==> src/common/ddrdr_pkg.sv <==
// constants and types for the ddr dual-line read engine
package ddrdr_pkg;
    localparam logic [7:0]  OPC_DDR_DUAL      = 8'hbd;
    localparam logic [7:0]  OPC_DDR_DUAL_WIDE = 8'hbe;
    localparam int          ADDR_W            = 32;
    localparam logic [31:0] ARRAY_TOP_DEF     = 32'h00ff_ffff;
    localparam logic [7:0]  PATTERN_DEF       = 8'h34;
    localparam logic [4:0]  PREAMBLE_CLKS     = 5'h04;
    localparam logic [4:0]  MODE_CLKS         = 5'h02;
    localparam logic [4:0]  SHORT_SEL_CLKS    = 5'h08;
    localparam logic [4:0]  INSTR_BITS        = 5'h08;
    localparam logic [1:0]  LAT_CODE_MASK     = 2'h3;
    localparam int          SCK_MAX_MHZ       = 80;
    typedef enum logic [2:0] {
        DDRDR_IDLE  = 3'b000,
        DDRDR_INSTR = 3'b001,
        DDRDR_ADDR  = 3'b010,
        DDRDR_MODE  = 3'b011,
        DDRDR_LAT   = 3'b100,
        DDRDR_DATA  = 3'b101,
        DDRDR_SKIP  = 3'b110
    } ddrdr_state_e;
    // latency clocks for a latency code; enhanced table includes mode budget
    function automatic logic [4:0] lat_clks(input logic [1:0] code, input logic enh);
        logic [4:0] base;
        base = 5'h04 + {1'b0, code, 2'h0} / 5'h02;
        lat_clks = enh ? base + 5'h02 : base + 5'h01;
    endfunction
endpackage

==> src/common/ddrdr_edge_if.sv <==
// edge events of the serial clock carried from sampler to engine
`timescale 1ns/1ps
`default_nettype none
interface ddrdr_edge_if;
    logic       rise;
    logic       fall;
    logic       sel;
    logic       sel_start;
    logic       sel_end;
    logic [1:0] lines;
    modport src (output rise, fall, sel, sel_start, sel_end, lines);
    modport dst (input rise, fall, sel, sel_start, sel_end, lines);
endinterface
`default_nettype wire

==> src/rtl/ddrdr_top.sv <==
// ddr dual-line read engine of the serial flash
`timescale 1ns/1ps
`default_nettype none
module ddrdr_top
    import ddrdr_pkg::*;
#(
    parameter logic [31:0] ARRAY_TOP = ARRAY_TOP_DEF
)
(
    // clock and reset
    input  wire logic        clk,
    input  wire logic        arst_n,
    // serial pins
    input  wire logic        sck,
    input  wire logic        sel_n,
    input  wire logic        hold_n,
    input  wire logic        serial_line_zero_in,
    input  wire logic        serial_line_one_in,
    output logic             serial_line_zero_out,
    output logic             serial_line_one_out,
    output logic             serial_line_zero_oe,
    output logic             serial_line_one_oe,
    // configuration
    input  wire logic        four_byte_address_mode,
    input  wire logic        enhanced_latency_table,
    input  wire logic [1:0]  latency_code_field,
    input  wire logic        learning_pattern_en,
    input  wire logic [7:0]  learning_pattern,
    // array read port
    output logic [31:0]      array_addr,
    input  wire logic [7:0]  array_data,
    // status
    output logic             continuous_mode,
    output logic             busy
);
    ddrdr_edge_if ev ();
    ddrdr_sync u_sync
    (
        .clk      (clk),
        .arst_n   (arst_n),
        .sck      (sck),
        .sel_n    (sel_n),
        .line0_in (serial_line_zero_in),
        .line1_in (serial_line_one_in),
        .ev       (ev)
    );

    ddrdr_state_e state_ff, nxt_state;
    logic [31:0] shift_ff;
    logic [5:0]  bit_cnt_ff;
    logic [4:0]  clk_cnt_ff;
    logic [4:0]  sel_clks_ff;
    logic        busy_ff;
    logic        cont_ff;
    logic        cont_drop_ff;
    logic        wide_ff;
    logic [31:0] addr_ff;
    logic [7:0]  dbyte_ff;
    logic [1:0]  out_ff;
    logic        oe_ff;
    logic [4:0]  lat_ff;

    // a whole clock is a rise; a half clock is any edge
    wire        edge_any   = ev.rise | ev.fall;
    // the fall closing the last instruction clock carries no address bits
    wire        dual_edge  = ev.rise | (ev.fall & (bit_cnt_ff != 6'h00));
    wire        abort      = ev.sel_end;
    wire [5:0]  addr_bits  = wide_ff ? 6'h20 : 6'h18;
    wire        mode_cmpl  = shift_ff[5:2] == ~{shift_ff[1:0], ev.lines};
    wire [31:0] addr_in    = wide_ff ? shift_ff : {8'h00, shift_ff[23:0]};
    wire [31:0] addr_nxt   = (addr_ff >= ARRAY_TOP) ? 32'h0000_0000 : addr_ff + 32'h1;
    // data phase: edge 0 of a byte steps the address, edge 3 loads the next byte
    wire        byte_step  = (state_ff == DDRDR_DATA) & edge_any & (bit_cnt_ff[1:0] == 2'h0);
    wire        byte_load  = (state_ff == DDRDR_DATA) & edge_any & (bit_cnt_ff[1:0] == 2'h3);
    wire [4:0]  pre_start  = (lat_ff > PREAMBLE_CLKS) ? lat_ff - PREAMBLE_CLKS : 5'h00;
    wire        pre_phase  = learning_pattern_en & (clk_cnt_ff >= pre_start);
    wire [2:0]  pre_idx    = 3'(((clk_cnt_ff - pre_start) << 1) + {4'h0, ev.rise});

    function automatic logic opc_valid(input logic [6:0] hi, input logic lo);
        logic [7:0] b;
        b = {hi, lo};
        opc_valid = (b == OPC_DDR_DUAL) | (b == OPC_DDR_DUAL_WIDE);
    endfunction

    // hold_n is deliberately not used: hold has no effect on this command
    always_comb
    begin
        nxt_state = state_ff;
        case (state_ff)
            DDRDR_IDLE:  if (ev.sel_start) nxt_state = cont_ff ? DDRDR_ADDR : DDRDR_INSTR;
            DDRDR_INSTR: if (ev.rise && bit_cnt_ff == 6'(INSTR_BITS - 5'h1))
                             nxt_state = (opc_valid(shift_ff[6:0], ev.lines[0])) ? DDRDR_ADDR : DDRDR_SKIP;
            DDRDR_ADDR:  if (dual_edge && bit_cnt_ff == addr_bits - 6'h2)
                             nxt_state = enhanced_latency_table ? DDRDR_MODE : DDRDR_LAT;
            DDRDR_MODE:  if (dual_edge && bit_cnt_ff == 6'h6) nxt_state = DDRDR_LAT;
            DDRDR_LAT:   if (ev.fall && clk_cnt_ff == lat_ff) nxt_state = DDRDR_DATA;
            DDRDR_DATA:  nxt_state = DDRDR_DATA;
            DDRDR_SKIP:  nxt_state = DDRDR_SKIP;
            default:     nxt_state = DDRDR_IDLE;
        endcase
        if (abort)
            nxt_state = DDRDR_IDLE;
    end

    // instruction is single line on rising edges; address/mode two bits per edge
    always_ff @(posedge clk or negedge arst_n)
    begin
        if (!arst_n)
        begin
            state_ff   <= DDRDR_IDLE;
            shift_ff   <= 32'h0;
            bit_cnt_ff <= 6'h0;
            clk_cnt_ff <= 5'h0;
            wide_ff    <= 1'b0;
            lat_ff     <= 5'h0;
            busy_ff    <= 1'b0;
        end
        else
        begin
            state_ff <= nxt_state;
            busy_ff  <= nxt_state != DDRDR_IDLE;
            if (nxt_state != state_ff)
            begin
                bit_cnt_ff <= 6'h0;
                clk_cnt_ff <= 5'h0;
            end
            if (state_ff == DDRDR_IDLE)
            begin
                wide_ff <= four_byte_address_mode;
                lat_ff  <= lat_clks(latency_code_field & LAT_CODE_MASK, enhanced_latency_table);
            end
            if (state_ff == DDRDR_INSTR && ev.rise)
            begin
                shift_ff <= {shift_ff[30:0], ev.lines[0]};
                if (nxt_state == state_ff)
                    bit_cnt_ff <= bit_cnt_ff + 6'h1;
                if (nxt_state == DDRDR_ADDR)
                    wide_ff <= four_byte_address_mode | ({shift_ff[6:0], ev.lines[0]} == OPC_DDR_DUAL_WIDE);
            end
            if ((state_ff == DDRDR_ADDR || state_ff == DDRDR_MODE) && dual_edge)
            begin
                shift_ff <= {shift_ff[29:0], ev.lines[1], ev.lines[0]};
                if (nxt_state == state_ff)
                    bit_cnt_ff <= bit_cnt_ff + 6'h2;
            end
            // latency: line values ignored, only clocks counted
            if (state_ff == DDRDR_LAT && ev.rise && nxt_state == state_ff)
                clk_cnt_ff <= clk_cnt_ff + 5'h1;
            // data phase: bit_cnt_ff counts edges, two low bits give the pair within the byte
            if (state_ff == DDRDR_DATA && edge_any && nxt_state == state_ff)
                bit_cnt_ff <= bit_cnt_ff + 6'h1;
        end
    end

    // address capture, mode decision and continuous-mode tracking
    always_ff @(posedge clk or negedge arst_n)
    begin
        if (!arst_n)
        begin
            addr_ff      <= 32'h0;
            cont_ff      <= 1'b0;
            cont_drop_ff <= 1'b0;
            sel_clks_ff  <= 5'h0;
        end
        else
        begin
            if (ev.sel_start)
                sel_clks_ff <= 5'h0;
            else if (ev.sel && ev.rise && sel_clks_ff != 5'h1f)
                sel_clks_ff <= sel_clks_ff + 5'h1;
            if (state_ff == DDRDR_ADDR && nxt_state != DDRDR_ADDR && !abort)
                addr_ff <= {addr_in[29:0], ev.lines[1], ev.lines[0]} & (wide_ff ? 32'hffff_ffff : 32'h00ff_ffff);
            if (state_ff == DDRDR_MODE && nxt_state == DDRDR_LAT)
            begin
                cont_drop_ff <= !mode_cmpl;
                if (mode_cmpl)
                    cont_ff <= 1'b1;
            end
            if (byte_step)
                addr_ff <= addr_nxt;
            if (ev.sel_end)
            begin
                if (cont_drop_ff || !enhanced_latency_table)
                    cont_ff <= 1'b0;
                if (state_ff == DDRDR_SKIP || sel_clks_ff <= SHORT_SEL_CLKS)
                    cont_ff <= 1'b0;
                cont_drop_ff <= 1'b0;
            end
        end
    end

    // byte buffer: one byte per two clocks, two bits per edge, msb first
    always_ff @(posedge clk or negedge arst_n)
    begin
        if (!arst_n)
        begin
            dbyte_ff <= 8'h0;
            out_ff   <= 2'h0;
            oe_ff    <= 1'b0;
        end
        else
        begin
            if (state_ff != DDRDR_DATA)
                dbyte_ff <= array_data;
            if (abort || state_ff == DDRDR_IDLE)
                oe_ff <= 1'b0;
            else if (state_ff == DDRDR_LAT && nxt_state == DDRDR_DATA)
            begin
                oe_ff  <= 1'b1;
                out_ff <= dbyte_ff[7:6];
            end
            else if (state_ff == DDRDR_LAT && pre_phase && edge_any)
            begin
                oe_ff  <= 1'b1;
                out_ff <= {2{learning_pattern[3'h7 - pre_idx]}};
            end
            else if (state_ff == DDRDR_DATA && edge_any)
            begin
                case (bit_cnt_ff[1:0])
                    2'h0:    out_ff <= dbyte_ff[5:4];
                    2'h1:    out_ff <= dbyte_ff[3:2];
                    2'h2:    out_ff <= dbyte_ff[1:0];
                    default: out_ff <= array_data[7:6];
                endcase
                if (byte_load)
                    dbyte_ff <= array_data;
            end
        end
    end

    assign serial_line_zero_out = out_ff[0];
    assign serial_line_one_out  = out_ff[1];
    assign serial_line_zero_oe  = oe_ff;
    assign serial_line_one_oe   = oe_ff;
    assign array_addr           = addr_ff;
    assign continuous_mode      = cont_ff;
    assign busy                 = busy_ff;

    a_wrap_to_zero: assert property (@(posedge clk) disable iff (!arst_n)
        (byte_step && addr_ff >= ARRAY_TOP)
        |=> addr_ff == 32'h0) else $error("address did not wrap");
    a_addr_step: assert property (@(posedge clk) disable iff (!arst_n)
        (byte_step && addr_ff < ARRAY_TOP)
        |=> addr_ff == $past(addr_ff) + 32'h1) else $error("address did not advance");
    a_pattern_lines: assert property (@(posedge clk) disable iff (!arst_n)
        (state_ff == DDRDR_LAT && oe_ff) |-> out_ff[0] == out_ff[1]) else $error("pattern differs on lines");
    a_preamble_on: assert property (@(posedge clk) disable iff (!arst_n)
        (state_ff == DDRDR_LAT && nxt_state == DDRDR_DATA && learning_pattern_en) |-> oe_ff)
        else $error("preamble not driven");
    a_short_select: assert property (@(posedge clk) disable iff (!arst_n)
        (ev.sel_end && sel_clks_ff <= SHORT_SEL_CLKS) |=> !cont_ff) else $error("short select kept mode");
    a_no_drive_idle: assert property (@(posedge clk) disable iff (!arst_n)
        state_ff == DDRDR_IDLE |=> !oe_ff) else $error("lines driven while idle");
    a_cont_entry: assert property (@(posedge clk) disable iff (!arst_n)
        (cont_ff && ev.sel_start && state_ff == DDRDR_IDLE) |=> state_ff == DDRDR_ADDR)
        else $error("continuous mode did not skip instruction");
    a_basic_no_mode: assert property (@(posedge clk) disable iff (!arst_n)
        !enhanced_latency_table && $stable(enhanced_latency_table) |-> state_ff != DDRDR_MODE)
        else $error("mode cycles with basic table");
    a_cont_release: assert property (@(posedge clk) disable iff (!arst_n)
        (ev.sel_end && state_ff == DDRDR_SKIP) |=> !cont_ff) else $error("continuous mode kept");
    a_mode_release: assert property (@(posedge clk) disable iff (!arst_n)
        (ev.sel_end && cont_drop_ff) |=> !cont_ff) else $error("mode release missed");
    a_data_drives: assert property (@(posedge clk) disable iff (!arst_n)
        (state_ff == DDRDR_DATA && !abort) |=> oe_ff) else $error("data not driven");
endmodule
`default_nettype wire

==> src/rtl/ddrdr_sync.sv <==
// synchronises the pins and finds serial clock and select edges
`timescale 1ns/1ps
`default_nettype none
module ddrdr_sync
    import ddrdr_pkg::*;
(
    // clock and reset
    input  wire logic   clk,
    input  wire logic   arst_n,
    // pins
    input  wire logic   sck,
    input  wire logic   sel_n,
    input  wire logic   line0_in,
    input  wire logic   line1_in,
    // events
    ddrdr_edge_if.src   ev
);
    logic [3:0] meta_ff;
    logic [3:0] sync_ff;
    logic       sck_d_ff;
    // reset to the idle levels: clock low, not selected, so no false edge follows reset
    always_ff @(posedge clk or negedge arst_n)
    begin
        if (!arst_n)
        begin
            meta_ff  <= 4'h0;
            sync_ff  <= 4'h0;
            sck_d_ff <= 1'b0;
        end
        else
        begin
            meta_ff  <= {line1_in, line0_in, ~sel_n, sck};
            sync_ff  <= meta_ff;
            sck_d_ff <= sync_ff[0];
        end
    end
    logic sel_prev_ff;
    always_ff @(posedge clk or negedge arst_n)
    begin
        if (!arst_n)
            sel_prev_ff <= 1'b0;
        else
            sel_prev_ff <= sync_ff[1];
    end
    assign ev.rise      = sync_ff[0] & ~sck_d_ff;
    assign ev.fall      = ~sync_ff[0] & sck_d_ff;
    assign ev.sel       = sync_ff[1];
    assign ev.sel_start = sync_ff[1] & ~sel_prev_ff;
    assign ev.sel_end   = ~sync_ff[1] & sel_prev_ff;
    assign ev.lines     = sync_ff[3:2];
endmodule
`default_nettype wire

==> config.mk <==
export PLATFORM = sky130hd
export DESIGN_NAME = ddrdr_top
export DESIGN_NICKNAME = d
export VERILOG_FILES = /design/src/common/ddrdr_pkg.sv /design/src/common/ddrdr_edge_if.sv /design/src/rtl/ddrdr_top.sv /design/src/rtl/ddrdr_sync.sv
export SDC_FILE = /design/constraint.sdc
export NUM_CORES = 1
export LEC_CHECK = 0
export BUFFER_PORTS_ARGS = -buffer_cell sky130_fd_sc_hd__buf_2
export CAP_MARGIN = 10
export CORE_MARGIN = 1.5
export CORE_UTILIZATION = 40
export CTS_BUF_LIST = sky130_fd_sc_hd__clkbuf_16
export CTS_CLUSTER_DIAMETER = 40
export CTS_CLUSTER_SIZE = 10
export DETAILED_ROUTE_END_ITERATION = 10
export GPL_TIMING_DRIVEN = 0
export PLACE_DENSITY_LB_ADDON = 0.2
export SETUP_SLACK_MARGIN = 0.1
export SLEW_MARGIN = 20
export SYNTH_ARGS = -nofsm -noshare
export SYNTH_HDL_FRONTEND = slang
export SYNTH_HIERARCHICAL = 1
export SYNTH_SLANG_ARGS = --single-unit
export TNS_END_PERCENT = 50
==> constraint.sdc <==
create_clock -name clk -period 2.74 [get_ports clk]
set_input_delay 0.274 -clock clk [delete_from_list [all_inputs] [get_ports clk]]
set_output_delay 0.274 -clock clk [all_outputs]
set_load 0.01 [all_outputs]
==> flow_metrics.py, run 1 <==
metrics = {
    "status": {
        "status": "complete, no violations",
    },
    "power": {
        "ir_worst_vdd_v": 0.0002951,
        "p_sw_mw": 0.9455,
        "pwr-share-seq_pct": 51.0,
        "switching_share_pct": 26.78,
        "p_int_mw": 2.585,
        "clockPowerShare_pct": 37.0,
        "power_frac_comb_pct": 12.0,
        "power.total_mw": 3.530,
        "p_leak_nw": 3.411,
        "power_density_mw_per_mm2": 486.5,
    },
    "setup_path": {
        "cpMostUsedCell": "buf_2",
        "end_kind": "flop",
        "cpPeakStageDelay_ps": 370,
        "crit_type": "flop to flop",
        "r2r_start": "u_sync/sck_d_ff$_DFF_PN0_",
        "path_delay_family": "simple AND/OR/NAND/NOR gates",
        "startpoint": "u_sync/sck_d_ff$_DFF_PN0_",
        "required_ps": 2990,
        "worst-path-buf-inv": 4,
        "cp_max_fo": 10,
        "cp.arrival_ps": 2750,
        "crit_chain": "and2b_2 > clkbuf_4 > nor2_1 > or3_1 > buf_2 > or2_1 > buf_2 > buf_2 > a31oi_1 > nand2_1",
        "cpMaxStageDelayCell": "dfrtp_1",
        "cp-start-kind": "flop",
    },
    "clock_network": {
        "worstSkewPairLatency_ps": 360,
        "clk_pin_slew_ps": 80,
        "cts_tree": "built",
        "clk_path_buf_depth": 2,
        "cts_max_level": 3,
        "cts_root_buffer": "clkbuf_16",
        "cts-buffers-inserted": 9,
        "cts_sinks": 110,
    },
    "worst_hold_path": {
        "hp-start": "sck",
        "min-delay-path-class": "input pin to flop",
    },
    "logic_synthesis": {
        "yosysMostFrequentCell": "nand2_1",
        "ys_types": 73,
        "synth_fp_nets": 708,
        "mappedNetlistArea_sq_mm": 0.006299,
        "synth-edff-count": 0,
        "yosys_warnings": 6,
        "netlist_top_cells_area": "dfrtp_1 44%, nand2_1 7.0%, a22oi_1 3.7%",
        "yosysSeqAreaShare_pct": 43.70,
        "avgSynthCellArea_sq_um": 9.500,
        "yosys-top-cells-count": "117 x nand2_1, 110 x dfrtp_1, 35 x nand3_1, 31 x a22oi_1, 27 x nor2_1",
        "async_flop_share_pct": 100.0,
        "synth-seq-cells": 110,
        "yosys.area.top_type_share_pct": 43.70,
        "yosys_most_used_dff": "dfrtp_1",
        "synth_top_area_cell": "dfrtp_1",
        "netlist_instances": 663,
    },
    "timing": {
        "fin_crit_ps": 2497,
        "finalSetupViolations": 0,
        "period_share_pct": 91.13,
        "finClkSkew_ps": 12.17,
        "hold_viol": 0,
        "worst_slew_pin_slew_ps": 870.9,
        "slew_headroom_pct": 41.62,
        "fmax_ghz": 0.4005,
        "drv_slew": 0,
        "rsz0062_at_grt": "false",
    },
    "place": {
        "numPortBuffers": 63,
        "dp_cells": 938,
        "place_hpwl_um": 11680,
        "gp_congestion": 0.8836,
    },
    "route": {
        "drt_iter0_markers": 474,
        "m1WireLength_um": 7430,
        "vias": 5360,
        "drc_errors": 0,
        "wl_per_cell_um": 17.03,
        "wirelength_um": 16280,
        "wl_met2_um": 7752,
        "dr_wl_met3_um": 792,
        "first_pass_iters": 5,
        "routed_via_density": 5.607,
        "topRoutingLayerUsed": "met4",
        "ant_nets": 0,
    },
    "die": {
        "dieArea_sq_mm": 0.01651,
        "die_w_um": 128.5,
        "io_pins": 66,
        "start_util_pct": 41.13,
        "row_count": 45,
        "die_h_um": 128.5,
        "core_sq_mm": 0.01531,
    },
    "global_routing": {
        "grt_max_degree": 67,
        "grt_remaining_overflow": 0,
        "grt.total_usage_pct": 20.80,
        "antenna_found_initial": 0,
        "grt_pass1_wl_um": 27100,
        "grt_pass1_vias": 5258,
    },
    "cells_and_area": {
        "instances_no_fill": 956,
        "diodes": 0,
        "syn_to_final_growth_pct": 15.22,
        "fin_nets": 785,
        "drive_gt1_share_pct": 21.34,
    },
    "flow_run": {
        "drv_cap": 0,
    },
}
[power by group through the flow]
stage | Combinational, mW | Sequential [mW] | Clock [mW]
6_report | 0.425 | 1.80 | 1.31
5_1_grt | 0.486 | 1.81 | 1.41
4_1_cts | 0.427 | 1.80 | 1.35
3_5_place_dp | 0.423 | 1.83 | 0
3_3_place_gp | 0.407 | 1.82 | 0
2_1_floorplan | 0.292 | 1.80 | 0
[layout by cell type, fill, tap and decap left out, drive strengths merged, types with 5 or more instances in the layout]
master,count
and4,5
mux2,14
inv,24
xnor2,12
o21ai,17
nor2,29
a21oi,18
nand2b,8
nand4,15
nor3,26
and3,10
ha,17
a31oi,10
dfrtp,110
a221oi,12
buf,88
nand2,118
xor2,13
clkbuf,24
a211oi,11
nor2b,5
a22oi,31
or2,6
nor4,13
nand3,36
or3,6
and2,9
[sequential cells by signal, summed over array words and instances, names as in the netlist, 3 cells and up]
name            count
array_addr         32
bit_cnt_ff          6
clk_cnt_ff          5
dbyte_ff            8
lat_ff              4
sel_clks_ff         5
shift_ff           30
state_ff            3
u_sync/meta_ff      4
u_sync/sync_ff      4
[metal layers]
metal	up-vias	GRT usage, %
li1	2561	-
met1	2622	27.75
met2	156	34.38
met3	21	3.451
met4	0	7.336
met5	-	0
[logic make-up (layout without fill, tap and decap cells)]
group	count (synthesis)	in the layout	share of synthesized area, %
AOI/OAI and AO/OA	130	130	16.15
xor gates and xnor gates	25	25	3.476
adders and majority gates	17	17	3.377
buffers and inverters	59	141	4.569
DFF	110	110	43.70
muxes	20	20	3.854
other	1	1	0.05954
and+or+nand+nor	301	301	24.81
[area by class of cell]
cell class,instances,area (sq um)
Buffer,38,215.2
Clock buffer,9,225.2
Clock inverter,7,66.31
Fill cell,1517,8058
Inverter,21,78.83
Multi-Input combinational cell,494,3288
Sequential cell,110,2753
Tap cell,211,264.0
Timing Repair Buffer,66,366.6
[worst register-to-register path, stage by stage, from the launching register on]
cell,delay [ps]
dfrtp_1,370
and2b_2,200
clkbuf_4,220
nor2_1,150
or3_1,320
buf_2,170
or2_1,230
buf_2,200
buf_2,230
a31oi_1,240
nand2_1,70
[path summary, 6_finish.rpt]
check                                              end  slack [ps]  cells past startpoint
setup / recovery            array_addr[11]$_DFFE_PN0P_         240                     10
hold / removal             u_sync/meta_ff[0]$_DFF_PN0_          20                      1
setup reg to reg            array_addr[11]$_DFFE_PN0P_         240                     10
hold reg to reg            u_sync/sync_ff[0]$_DFF_PN0_         350                      0
max in group asynchronous     cont_drop_ff$_DFFE_PN0P_        1640                      3
min in group asynchronous      shift_ff[3]$_DFFE_PN0P_         420                      2
[stage by stage]
stage / util, % / TNS [ps] / worst slack, ps / instance area (sq um) / hold WS (ps)
2_1_floorplan: - / 0 / 576.9 / 6299 / -21.59
3_3_place_gp: 44.91 / -123.3 / -49.33 / 6878 / 332.4
3_5_place_dp: 45.13 / -304.1 / -71.32 / 6912 / 238.4
4_1_cts: 47.16 / 0 / 124.2 / 7222 / 8.778
5_1_grt: 47.39 / 0 / 108.7 / 7257 / 10.23
6_report: 47.39 / 0 / 243.1 / 7257 / 20.91
[timing repair]
action                                 4_1_cts  5_1_grt
endpoints found under the hold margin       44        0
hold buffers                                 1        0
cloned                                       0        0
pin swaps                                    1        1
gates resized for setup                      1       10
setup endpoints to repair                   18       37
buffers inserted                             1        0
Note: power is estimated with default switching activity, not from simulation.
==> run 2: changes to the inputs <==
--- a/config.mk
+++ b/config.mk
@@ -7,14 +7,14 @@
 export LEC_CHECK = 0
 export BUFFER_PORTS_ARGS = -buffer_cell sky130_fd_sc_hd__buf_2
 export CAP_MARGIN = 10
-export CORE_MARGIN = 1.5
+export CORE_MARGIN = 2
 export CORE_UTILIZATION = 40
-export CTS_BUF_LIST = sky130_fd_sc_hd__clkbuf_16
 export CTS_CLUSTER_DIAMETER = 40
 export CTS_CLUSTER_SIZE = 10
 export DETAILED_ROUTE_END_ITERATION = 10
 export GPL_TIMING_DRIVEN = 0
 export PLACE_DENSITY_LB_ADDON = 0.2
+export RECOVER_POWER = 25
 export SETUP_SLACK_MARGIN = 0.1
 export SLEW_MARGIN = 20
 export SYNTH_ARGS = -nofsm -noshare
==> run 2 against run 1 <==
Against the previous run:
- global-route usage about the same
- via count about the same
- largest cell class unchanged
- die area increased by 1.6%
- critical path depth decreased by 1
- total power increased by 1.3%
- non-clock buffer count increased by 2
- maximum frequency increased by 0.19%
- worst setup slack improved by 4.8 ps
- clock skew increased by 1.5 ps
- combinational power decreased by 0.9%
- cell count increased by 0.21%
==> flow_metrics.py, run 2 (same netlist as run 1, synthesis figures left out) <==
metrics = {
    "route": {
        "vias": 5364,
        "wl_per_cell_um": 17.21,
        "first_pass_iters": 5,
        "routed_via_density": 5.599,
        "ant_nets": 0,
        "wirelength_um": 16490,
        "drt_iter0_markers": 410,
        "drc_errors": 0,
    },
    "timing": {
        "hold_slack_ps": 23.49,
        "rsz0062_at_grt": "true",
        "hold_viol": 0,
        "fmax_ghz": 0.4013,
        "slew_headroom_pct": 24.20,
        "fin_crit_ps": 2492,
        "finClkSkew_ps": 13.66,
        "fin_ws_ps": 247.8,
        "finalSetupViolations": 0,
        "drv_slew": 0,
        "period_share_pct": 90.96,
        "worst_slew_pin_slew_ps": 1137,
    },
    "worst_hold_path": {
        "min-delay-path-class": "input pin to flop",
    },
    "place": {
        "dp_cells": 938,
        "gp_congestion": 0.8854,
        "place_hpwl_um": 11930,
        "preCtsSetupSlack_ps": -80.76,
        "numPortBuffers": 63,
    },
    "cells_and_area": {
        "syn_to_final_growth_pct": 15.51,
        "fin_nets": 787,
        "final_cell_mix": "117 x nand2_1, 110 x dfrtp_1, 70 x buf_2",
        "instances_no_fill": 958,
        "seq_area_sq_mm": 0.002753,
        "multi_input_area_sq_mm": 0.003307,
        "layout_commonest_cell": "nand2_1",
        "drive_gt1_share_pct": 21.02,
        "largest_register_ffs": 32,
        "num-fill-cells": 1504,
        "diodes": 0,
    },
    "die": {
        "dieArea_sq_mm": 0.01677,
        "die_w_um": 129.5,
        "core_sq_mm": 0.01531,
        "io_pins": 66,
        "die_h_um": 129.5,
        "start_util_pct": 41.13,
        "row_count": 45,
    },
    "global_routing": {
        "antenna_found_initial": 0,
        "grt_max_degree": 66,
        "grt_pass1_vias": 5311,
        "grt.total_usage_pct": 20.80,
        "grt_remaining_overflow": 0,
        "grt_pass1_wl_um": 27450,
    },
    "power": {
        "clockPowerShare_pct": 37.9,
        "power_frac_comb_pct": 11.8,
        "switching_share_pct": 26.90,
        "ir_worst_vdd_v": 0.0003141,
        "p_leak_nw": 3.385,
        "power_density_mw_per_mm2": 491.7,
        "p_sw_mw": 0.9625,
        "pwr-share-seq_pct": 50.3,
        "p_int_mw": 2.615,
        "power.total_mw": 3.578,
    },
    "setup_path": {
        "reg2reg_depth": 9,
        "crit_type": "flop to flop",
        "regToRegEndpoint": "array_addr[14]$_DFFE_PN0P_",
        "required_ps": 2990,
        "cp-start-kind": "flop",
        "crit_end": "array_addr[14]$_DFFE_PN0P_",
        "r2r_start": "u_sync/sck_d_ff$_DFF_PN0_",
        "cp_max_fo": 10,
        "end_kind": "flop",
        "startpoint": "u_sync/sck_d_ff$_DFF_PN0_",
        "cp.arrival_ps": 2740,
        "regToRegSetupSlack_ps": 250,
    },
    "clock_network": {
        "cts_tree": "built",
        "clk_path_buf_depth": 2,
        "cts_root_buffer": "clkbuf_16",
        "cts-buffers-inserted": 9,
        "worstSkewPairLatency_ps": 360,
        "cts_max_level": 3,
        "cts_sinks": 110,
        "clk_pin_slew_ps": 70,
    },
    "flow_run": {
        "drv_cap": 0,
    },
    "status": {
        "status": "complete, no violations",
    },
}
==> run 2: worst min-delay path by stage <==
stage,from,depth (start not counted),end
after global placement,u_sync/meta_ff[2]$_DFF_PN0_,0,u_sync/sync_ff[2]$_DFF_PN0_
after floorplan,arst_n,0,array_addr[0]$_DFFE_PN0P_
after detailed placement,arst_n,1,array_addr[5]$_DFFE_PN0P_
after CTS,sck,1,u_sync/meta_ff[0]$_DFF_PN0_
after global routing,serial_line_zero_in,1,u_sync/meta_ff[2]$_DFF_PN0_
final,serial_line_zero_in,1,u_sync/meta_ff[2]$_DFF_PN0_
==> run 2: layout make-up <==
class                           instances  area share [%]
Inverter                               21           1.083
Multi-Input combinational cell        494           45.45
Clock buffer                           10           3.285
Timing Repair Buffer                   68           4.798
Sequential cell                       110           37.83
Clock inverter                          6          0.9286
Buffer                                 38           2.992
Tap cell                              211           3.629
==> run 2: power by group through the flow <==
stage / clock (mW) / combinational [mW] / sequential, mW
3_5_place_dp: 0 / 0.426 / 1.83
3_3_place_gp: 0 / 0.407 / 1.83
2_1_floorplan: 0 / 0.292 / 1.80
5_1_grt: 1.46 / 0.478 / 1.81
6_report: 1.36 / 0.421 / 1.80
4_1_cts: 1.39 / 0.430 / 1.80
==> run 2: timing repair <==
action,in CTS,in global routing
setup buffers,2,0
resized for setup,0,16
pin swaps,1,2
hold buffers,1,1
hold endpoints to repair,45,1
setup endpoints to repair,18,49
==> run 2: metrics by stage <==
step / TNS [ps] / util [%] / area, sq um
2_1_floorplan: 0 / - / 6299
3_3_place_gp: -42.54 / 44.91 / 6878
3_5_place_dp: -484.0 / 45.13 / 6912
4_1_cts: 0 / 47.30 / 7243
5_1_grt: 0 / 47.51 / 7276
6_report: 0 / 47.51 / 7276
==> run 2: routing by layer <==
metal  GRT usage (%)  vias to the layer above  routed length, um
met5               0                        -                  0
met1           28.30                     2655               7586
li1                -                     2562                  -
met2           34.61                      131               8025
met4           5.566                        0                210
met3           3.468                       16                667
==> run 2: critical path: stages, from the launching register on <==
cell      delay [ps]
dfrtp_1          370
and2b_2          200
clkbuf_4         220
and4_1           230
nand2_1          170
o21ai_4          330
a31oi_4          170
buf_2            250
a221oi_1         340
nand2_1           90
